$ cat config.mk
export PLATFORM = sky130hd
export DESIGN_NAME = crc_top
export DESIGN_NICKNAME = d
export VERILOG_FILES = /design/src/core/crc_pkg.sv /design/src/core/crc_mode_decode.sv /design/src/core/crc_top.sv
export SDC_FILE = /design/constraint.sdc
export NUM_CORES = 1
export LEC_CHECK = 0
export BUFFER_PORTS_ARGS = -buffer_cell sky130_fd_sc_hd__buf_2
export CAP_MARGIN = 20
export CORE_MARGIN = 5
export CORE_UTILIZATION = 56
export CTS_BUF_LIST = sky130_fd_sc_hd__clkbuf_4 sky130_fd_sc_hd__clkbuf_8
export DETAILED_ROUTE_END_ITERATION = 8
export PLACE_DENSITY = 0.86
export SYNTH_ARGS = -nofsm -noshare
export SYNTH_HDL_FRONTEND = slang
export SYNTH_SLANG_ARGS = --single-unit
$ cat constraint.sdc
create_clock -name pclk -period 4.7 [get_ports pclk]
set_input_delay 0.235 -clock pclk [delete_from_list [all_inputs] [get_ports pclk]]
set_output_delay 0.235 -clock pclk [all_outputs]
set_load 0.02 [all_outputs]
$ cat src/core/crc_pkg.sv
// Summary of operation
// - result bit 6 of control, read-only
// - three output modes drive pin two unsynchronised
// - direction bit 2 clear enables pin two driver
// - analog-input pins read zero in port reads
// - ladder reference used in four modes
// - 16 levels per range, range bit one selects low
// - level code selects ladder tap per range
// - enabled comparator and reference run through sleep
// - comparator interrupt wakes device from sleep
// - wake leaves both control registers unchanged
// - reset loads mode 000 and reference off
// - reference bit 7 powers ladder on
// - reference bits 6 and 4 read zero
// - range bit 5, level code bits 3-0
// - change flag set on output change
// - only software clears flag; writing one sets
// - irq needs change, peripheral, global enables
// - mismatch re-sets flag until control access
// - change during control read may be missed
// - result is positive above negative, invert flips
package crc_pkg;
   localparam logic [7:0] OFS_INTCTL = 8'h0b;
   localparam logic [7:0] OFS_PFLAG  = 8'h0c;
   localparam logic [7:0] OFS_CMPCTL = 8'h19;
   localparam logic [7:0] OFS_PINDIR = 8'h85;
   localparam logic [7:0] OFS_PENA   = 8'h8c;
   localparam logic [7:0] OFS_REFCTL = 8'h99;
   localparam logic [7:0] OFS_PORT   = 8'h05;
   localparam logic [7:0] OFS_ANSEL  = 8'h9f;
   localparam logic [7:0] RST_PINDIR = 8'h3f;
   localparam logic [7:0] RST_ANSEL  = 8'h0f;
   localparam logic [7:0] RST_ZERO   = 8'h00;
   localparam int BIT_RESULT = 6;
   localparam int BIT_INVERT = 4;
   localparam int BIT_INSW   = 3;
   localparam int BIT_CHG    = 3;
   localparam int BIT_PERIPH_EN = 6;
   localparam int BIT_GLOBAL_EN = 7;
   localparam int BIT_REFEN  = 7;
   localparam int BIT_RANGE  = 5;
   localparam int BIT_PIN2   = 2;
   localparam logic [7:0] REF_MASK  = 8'ha0 | 8'h0f;
   localparam logic [7:0] CMP_MASK  = 8'h1f;
   localparam logic [2:0] MODE_RESET = 3'h0;
   localparam logic [2:0] MODE_OFF   = 3'h7;
   typedef struct packed {
      logic [2:0] mode;
      logic       input_switch;
      logic       invert;
      logic       ref_enable;
      logic       ref_range_low;
      logic [3:0] ref_level;
      logic       comparator_on;
      logic       use_reference;
      logic       pin2_output;
      logic       pin2_oe;
   } crc_analog_s;
endpackage : crc_pkg

$ cat src/core/crc_mode_decode.sv
`timescale 1ns/1ps
`default_nettype none
// mode decode: purely combinational; output modes bypass the clock
module crc_mode_decode
   import crc_pkg::*;
(
   input  wire logic [2:0] mode,
   input  wire logic       pin2_dir,
   output logic            comparator_on,
   output logic            use_reference,
   output logic            pin2_output,
   output logic            pin2_oe
);
   always_comb
   begin
      comparator_on = (mode != MODE_RESET) && (mode != MODE_OFF);
      // modes 010,011,100,110 use the ladder
      use_reference = (mode == 3'h2) || (mode == 3'h3) || (mode == 3'h4)
                      || (mode == 3'h6);
      // modes 001,011,101 drive the result onto pin two
      pin2_output = (mode == 3'h1) || (mode == 3'h3) || (mode == 3'h5);
      pin2_oe = pin2_output && !pin2_dir;
   end
endmodule : crc_mode_decode
`default_nettype wire

$ cat src/core/crc_top.sv
`timescale 1ns/1ps
`default_nettype none
module crc_top
   import crc_pkg::*;
(
   input  wire logic              pclk,
   input  wire logic              presetn,
   input  wire logic              clk_en,
   input  wire logic              psel,
   input  wire logic              penable,
   input  wire logic              pwrite,
   input  wire logic [11:0]       paddr,
   input  wire logic [31:0]       pwdata,
   output logic [31:0]            prdata,
   output logic                   pready,
   output logic                   pslverr,
   input  wire logic              analog_compare,
   input  wire logic [5:0]        port_pins_in,
   input  wire logic              sleep_active,
   output var crc_pkg::crc_analog_s analog_ctl,
   output logic                   comparator_result_bit,
   output logic                   irq_request,
   output logic                   wake_request
);
   import crc_pkg::*;

   typedef struct packed {
      logic [7:0]  intctl;
      logic [7:0]  pflag;
      logic [7:0]  cmpctl;
      logic [7:0]  pindir;
      logic [7:0]  pena;
      logic [7:0]  refctl;
      logic [7:0]  ansel;
      logic        result_sync;
      logic        result;
      logic        latched;
      logic [31:0] rdata;
      logic        ready;
      logic        err;
      logic        irq;
      logic        wake;
      crc_analog_s actl;
   } crc_state_s;

   crc_state_s st;
   crc_state_s next_st;
   logic       dec_on;
   logic       dec_ref;
   logic       dec_pin2;
   logic       dec_oe;
   logic       live;
   logic       setup;
   logic       access;
   logic       is_cmp;
   logic [7:0] rd8;
   logic [7:0] port_rd;
   logic [7:0] addr8;

   crc_mode_decode u_crc_mode_decode (
      .mode          (next_st.cmpctl[2:0]),
      .pin2_dir      (next_st.pindir[BIT_PIN2]),
      .comparator_on (dec_on),
      .use_reference (dec_ref),
      .pin2_output   (dec_pin2),
      .pin2_oe       (dec_oe)
   );

   assign addr8  = paddr[9:2];
   assign setup  = psel && !penable;
   assign access = psel && penable && st.ready;
   assign is_cmp = access && (addr8 == OFS_CMPCTL);
   // a disabled comparator holds its output low
   assign live   = st.actl.comparator_on && (analog_compare ^ st.cmpctl[BIT_INVERT]);

   always_comb
   begin
      port_rd = {2'h0, port_pins_in};
      // pins 0,1,2,4 follow the analog select bits 0..3
      port_rd[0] = port_pins_in[0] && !st.ansel[0];
      port_rd[1] = port_pins_in[1] && !st.ansel[1];
      port_rd[2] = port_pins_in[2] && !st.ansel[2];
      port_rd[4] = port_pins_in[4] && !st.ansel[3];
      if (st.cmpctl[2:0] == MODE_RESET)
      begin
         port_rd[1:0] = 2'h0;
      end
      case (addr8)
         OFS_INTCTL: rd8 = st.intctl;
         OFS_PFLAG:  rd8 = st.pflag & 8'h08;
         OFS_CMPCTL: rd8 = (st.cmpctl & CMP_MASK) | {1'b0, st.result, 6'h00};
         OFS_PINDIR: rd8 = st.pindir & RST_PINDIR;
         OFS_PENA:   rd8 = st.pena & 8'h08;
         OFS_REFCTL: rd8 = st.refctl & REF_MASK;
         OFS_ANSEL:  rd8 = st.ansel & 8'h7f;
         OFS_PORT:   rd8 = port_rd;
         default:    rd8 = 8'h00;
      endcase
   end

   always_comb
   begin
      next_st = st;
      next_st.ready = 1'b0;
      next_st.err = 1'b0;
      // the analog result is asynchronous: two-stage synchroniser
      next_st.result_sync = live;
      next_st.result = st.result_sync;
      // read word and error are formed at setup so that they stand beside pready
      if (setup)
      begin
         next_st.ready = 1'b1;
         next_st.rdata = {24'h0, rd8};
         next_st.err   = !(addr8 inside {OFS_INTCTL, OFS_PFLAG, OFS_CMPCTL, OFS_PINDIR,
                                         OFS_PENA, OFS_REFCTL, OFS_ANSEL, OFS_PORT});
      end
      if (access && pwrite)
      begin
         case (addr8)
            OFS_INTCTL: next_st.intctl = pwdata[7:0];
            OFS_PFLAG:  next_st.pflag = pwdata[7:0] & 8'h08;
            OFS_CMPCTL: next_st.cmpctl = pwdata[7:0] & CMP_MASK;
            OFS_PINDIR: next_st.pindir = pwdata[7:0] & RST_PINDIR;
            OFS_PENA:   next_st.pena = pwdata[7:0] & 8'h08;
            OFS_REFCTL: next_st.refctl = pwdata[7:0] & REF_MASK;
            OFS_ANSEL:  next_st.ansel = pwdata[7:0] & 8'h7f;
            // port pins and unmapped words ignore writes
            default:    next_st.ansel = st.ansel;
         endcase
      end
      // any control access ends the mismatch by re-latching
      if (is_cmp)
      begin
         // the word read was formed a cycle earlier: a change in between is missed
         next_st.latched = st.result;
      end
      // a change coinciding with a control read is dropped, as the silicon may
      else if (st.result != st.latched)
      begin
         next_st.pflag[BIT_CHG] = 1'b1;
      end
      next_st.irq = next_st.pflag[BIT_CHG] && next_st.pena[BIT_CHG]
                    && next_st.intctl[BIT_PERIPH_EN] && next_st.intctl[BIT_GLOBAL_EN];
      // wake needs no global enable; comparator must be running in sleep
      next_st.wake = sleep_active && next_st.actl.comparator_on
                     && next_st.pflag[BIT_CHG] && next_st.pena[BIT_CHG]
                     && next_st.intctl[BIT_PERIPH_EN];
      // sleep itself changes nothing: enabled blocks keep running
      next_st.actl.mode          = next_st.cmpctl[2:0];
      next_st.actl.input_switch  = next_st.cmpctl[BIT_INSW];
      next_st.actl.invert        = next_st.cmpctl[BIT_INVERT];
      next_st.actl.ref_enable    = next_st.refctl[BIT_REFEN];
      next_st.actl.ref_range_low = next_st.refctl[BIT_RANGE];
      next_st.actl.ref_level     = next_st.refctl[3:0];
      next_st.actl.comparator_on = dec_on;
      next_st.actl.use_reference = dec_ref;
      next_st.actl.pin2_output   = dec_pin2;
      next_st.actl.pin2_oe       = dec_oe;
   end

   always_ff @(posedge pclk or negedge presetn)
   begin
      if (!presetn)
      begin
         st        <= '0;
         st.pindir <= RST_PINDIR;
         st.ansel  <= RST_ANSEL;
         st.cmpctl <= RST_ZERO;
         st.refctl <= RST_ZERO;
      end
      else if (clk_en)
      begin
         st <= next_st;
      end
   end

   // pin two itself is driven by the analog side from analog_ctl, unclocked
   assign prdata                = st.rdata;
   assign pready                = st.ready;
   assign pslverr               = st.err;
   assign analog_ctl            = st.actl;
   assign comparator_result_bit = st.result;
   assign irq_request           = st.irq;
   assign wake_request          = st.wake;
endmodule : crc_top
`default_nettype wire

* Yosys cells after proc, flatten, opt, wreduce, memory -nomap -nowiden
Index checks and enable logic that the tools add are counted.
** Word-level totals
- Logic and storage cells :: 97
- Register bits after elaboration :: 64
- Bits of input ports :: 58
** Operators by class
- Bitwise gates (word level) :: 2
- Multiplexer cells :: 13
- Reductions and logical operators :: 39
- Eq/ne operators :: 16
** Operator list (count)
- 8-bit case mux with 8 select lines :: 1
- 56-bit 2-to-1 mux :: 1
- 8-bit == test (second input constant) :: 4
- 1-bit logical AND :: 19
- 8-bit by 4-bit == test with 1-bit output (second input constant) :: 2
- 8-bit 2-to-1 mux :: 2
- 3-bit == test (second input constant) :: 3
- 3-bit AND reduction :: 3
- 8-bit by 3-bit == test with 1-bit output (second input constant) :: 1
- 8-bit by 5-bit == test with 1-bit output (second input constant) :: 1
- 4-bit 2-to-1 mux :: 2
- 8-bit nonzero test :: 1
- 1-bit logical NOT :: 7
- 7-bit 2-to-1 mux :: 1
- 5-bit by 7-bit OR with 7-bit output :: 1
- 3-bit by 2-bit == test with 1-bit output (second input constant) :: 2
- 6-bit 2-to-1 mux :: 1
- 1-bit logical OR :: 5
- 5-bit 2-to-1 mux :: 1
- 2-bit 2-to-1 mux :: 2
- 2-bit AND reduction :: 2
- 3-bit by 1-bit == test with 1-bit output (second input constant) :: 1
- 3-bit logical NOT :: 1
- 3-bit != test (second input constant) :: 1
- 4 further kinds :: 5

* Logic depth before layout (Yosys ltp)
- Word-level depth :: 9
- Depth in mapped cells :: 6

* Modules after synthesis
From an unflattened synthesis, not the netlist that was laid out.
** Unflattened totals
- Cells, all modules :: 288
- Area total of the unflattened synthesis :: 3158.0 um2
** Modules (own cells, without submodules)
- crc_top :: cells each 281, seq. area each 1338.8 um2, area an instance 3113.0 um2, instances 1
- crc_mode_decode :: cells each 7, seq. area each 0.0 um2, area an instance 45.0 um2, instances 1

* Worst setup path before layout
No wires, ideal clock.
- Kind :: register to register
- Start point :: reg st, in the netlist pready
- End point :: reg st, in the netlist irq_request
- Library setup time :: 0.101 ns
- Slack :: 2.799 ns
- Path buffers :: 1
- Data arrival time :: 1.800 ns
- Stages on the path, launching flop included :: 7
- Data required time :: 4.599 ns
- Cells stage by stage :: dfrtp_1 and4_1 clkbuf_1 nand4_1 mux2i_1 or3_1 o32ai_1
** On the way
- Cells in the longest elaborated chain, start to end :: 8
- Elaborated cells between the ends (all ways) :: 9
- Classes of those cells :: 3 x mux; 6 x reduce/logical
** RTL lines
- from (decl) :: line crc_top.sv:46 : crc_state_s st;
- from (signal assigned) :: line crc_top.sv:173 : st <= next_st;
- 1-bit logical AND * :: line crc_top.sv:71 : assign access = psel && penable && st.ready;
- 1-bit logical AND :: line crc_top.sv:117 : if (access && pwrite)
- 56-bit 2-to-1 mux :: line crc_top.sv:117
- 1-bit 2-to-1 mux :: line crc_top.sv:138 : else if (st.result != st.latched)
- 1-bit 2-to-1 mux :: line crc_top.sv:132 : if (is_cmp)
- 1-bit logical AND :: line crc_top.sv:142 : next_st.irq = next_st.pflag[BIT_CHG] && next_st.pena[BIT_CHG]
- 1-bit logical AND :: line crc_top.sv:143 : && next_st.intctl[BIT_PERIPH_EN] && next_st.intctl[BIT_GLOBAL_EN];
- 1-bit logical AND * :: line crc_top.sv:143
Every way passes the cells marked *; elsewhere a longest branch is shown, timed or not.
A chain may end at the register's enable or synchronous reset.

* Worst setup path after layout
- Start point :: in paddr[9]
- End point :: reg st[107] (netlist name)
** On the way
- Cells in the longest elaborated chain, start to end :: 2
** RTL lines
- from (decl) :: line crc_top.sv:12 : input wire logic [11:0] paddr,
- 8-bit by 4-bit == test with 1-bit output :: line crc_top.sv:119 : case (addr8)
- 3-bit AND reduction (no line)
Every way passes these cells.

==> impl_metrics.yaml <==
min_path:
  hold_path_class: "primary input to async pin"
floorplan:
  start_util_pct: 57.0
  core_area_um2: 5440
  die_h_um: 84.4
  rows: 27
  die_w_um: 84.4
  die_area_um2: 7130
  ios: 110
synthesis:
  netlist_instances: 294
  netlist_area_um2: 3100
  synthTopCellsByCount: "47 x buf_4, 43 x dfrtp_1, 39 x mux2_2"
  synth.top_cell.area_share_pct: 34.7
  ys_ff_latch: 53
  ys.flop_type: "dfrtp_1"
  yosysTopAreaCell: "dfrtp_1"
  yosys-top-cells-area: "dfrtp_1 35%, mux2_2 14%, buf_4 11%, dfstp_2 8.5%, nand2_1 2.9%"
  yosysMostFrequentCell: "buf_4"
  synth_seq_area_share_pct: 43.2
  synth-async-reset-ratio_pct: 100
  synth_warnings: 0
  syn_avg_cell_area_um2: 10.5
  synth.distinct_cells: 53
  synth_edf_count: 0
routing:
  wire_per_inst_um: 17.9
  wl_um: 7070
  ant_nets: 0
  via_per_inst: 5.87
  dr.first_iter.drc_count: 227
  num_vias: 2312
  dr.pass1.iters: 4
  drc: 0
sta:
  final_hold_viol_count: 0
  rsz0062_at_grt: "no"
  worst_pin_slew_ps: 1080
  setup-tns-final_ps: 0
  max_freq_mhz: 476
  fin_crit_sh_pct: 44.7
  maxSlewHeadroom_pct: 27.7
  finClkSkew_ps: 7.23
  finalSetupViolCount: 0
  setup_slack_ps: 2600
  slew_violations: 0
  fin_crit_ps: 2100
global_route:
  grtUsageTotal_pct: 20.2
  grt-ovfl-total: 0
  grt_pass1_wl_um: 11600
  antenna_found_initial: 0
  grt_max_degree: 54
  grt_pass1_vias: 2270
place:
  io_buffers: 57
  routabilityCongestion: 0.886
  place_ws_ps: 2320
  post_dp_cell_area_um2: 3160
  place_hpwl_um: 5120
finish:
  n_antenna_cell: 0
  layout-drive-gt1-share_pct: 37.9
  nFillCells: 473
  fin_nets: 379
  syn2layout_area_growth_pct: 5.08
  stdcell_area_um2: 3260
run:
  drv_cap: 0
setup_path:
  cp_max_fo: 14
  cp_data_arrival_time_ps: 2300
  worst_ep_required_time_ps: 4890
  rrSetupSlack_ps: 2660
  endpoint_kind: "flop"
  r2r_start: "pready"
  cp-startpoint: "paddr[9]"
  ff2ff_path_depth: 5
  worstSetupStartpointType: "primary input"
  worstSetupPathType: "primary input to flop"
  r2r_end: "irq_request"
clocking:
  cts_root_buf: "clkbuf_8"
  clock-sinks: 53
  htreeDepth: 2
  cts_buffers: 5
  ctsHoldBuffers: 0
  cts_tree: "yes"
  ctsResizeCount: 0
  clk_pin_slew_ps: 90
  cts_setup_buffers: 0
  cts_buffer_depth: 2
  clkLatencyLatePin_ps: 300
outcome:
  status: "finished, final reports clean"
power:
  power_per_cell_area_nw_per_um2: 253
  vdd_ir_drop_max_mv: 0.215
  power_uw: 823
  p_leak_uw: 0.00155
report_power, final:
group	switching, uW	total, uW	internal, uW
clock	142	274	132
sequential	3.47	464	460
combinational	62.8	84.9	22.1
total	208	823	615
critical path: stages:
cell and delay (ps):
buf_2 200, nor4_1 510, and3_1 490, nand3_1 430, mux2_2 420
routing by layer:
| metal | GRT usage (%) | part of all wire [%] | vias to the layer above |
|---|---|---|---|
| met1 | 26.3 | 40 | 1130 |
| met3 | 4.32 | 9.2 | 10 |
| met2 | 34.0 | 50 | 119 |
| met5 | 0 | 0 | - |
| met4 | 5.76 | 1.2 | 0 |
| li1 | - | - | 1053 |
cells by family (layout without fill, tap and decap cells):
family,count (synthesis),after routing,synth area share (%)
and+or+nand+nor,80,80,16.1
AOI/OAI and AO/OA,45,45,10.1
DFF,53,53,43.2
buffers and inverters,69,74,14.2
xor gates and xnor gates,2,2,0.565
other,1,24,0.121
muxes,44,44,15.8
through the flow:
stage               instances  hold WS [ps]  util [%]
floorplan                 317         -60.6         -
global placement          386           382      58.1
detailed placement        386           395      58.1
CTS                       394          62.1      59.9
global route              394           106      59.9
finish                    394          44.4      59.9
worst max path at each step:
stage | end | slack (ps) | cells after the start
final | st[107] | 2600 | 5
after global routing | prdata[4] | 2480 | 6
after CTS | prdata[4] | 2650 | 6
after detailed placement | prdata[4] | 2320 | 6
after global placement | st[102] | 2290 | 5
after floorplan | irq_request | 2800 | 6
sequential cells by signal, summed over array words and instances (netlist names):
name,cells
analog_ctl,4
comparator_result_bit,1
irq_request,1
next_st,1
prdata,8
pready,1
pslverr,1
st,35
wake_request,1
cell usage in the layout (no fill, tap or decap), types with 3 or more instances in the layout:
| master | instances |
|---|---|
| a21oi_1 | 6 |
| a22oi_1 | 7 |
| a32oi_1 | 7 |
| and3_1 | 7 |
| buf_2 | 57 |
| clkbuf_8 | 6 |
| conb_1 | 24 |
| dfrtp_1 | 43 |
| dfstp_2 | 10 |
| inv_1 | 8 |
| mux2_2 | 39 |
| mux2i_1 | 5 |
| nand2_1 | 24 |
| nand3_1 | 5 |
| nand4_1 | 4 |
| nand4b_1 | 4 |
| nor2_1 | 4 |
| nor2b_1 | 3 |
| nor3_1 | 3 |
| nor4_1 | 3 |
| o21ai_0 | 12 |
| o32ai_1 | 3 |
layout make-up:
type,instances,area [um^2],area share [%]
Timing Repair Buffer,58,293,8.99
Inverter,8,30.0,0.922
Multi-Input combinational cell,195,1410,43.2
Sequential cell,53,1340,41.1
Clock buffer,8,97.6,3.00
Tap cell,72,90.1,2.76
(Power assumes the default switching activity.)
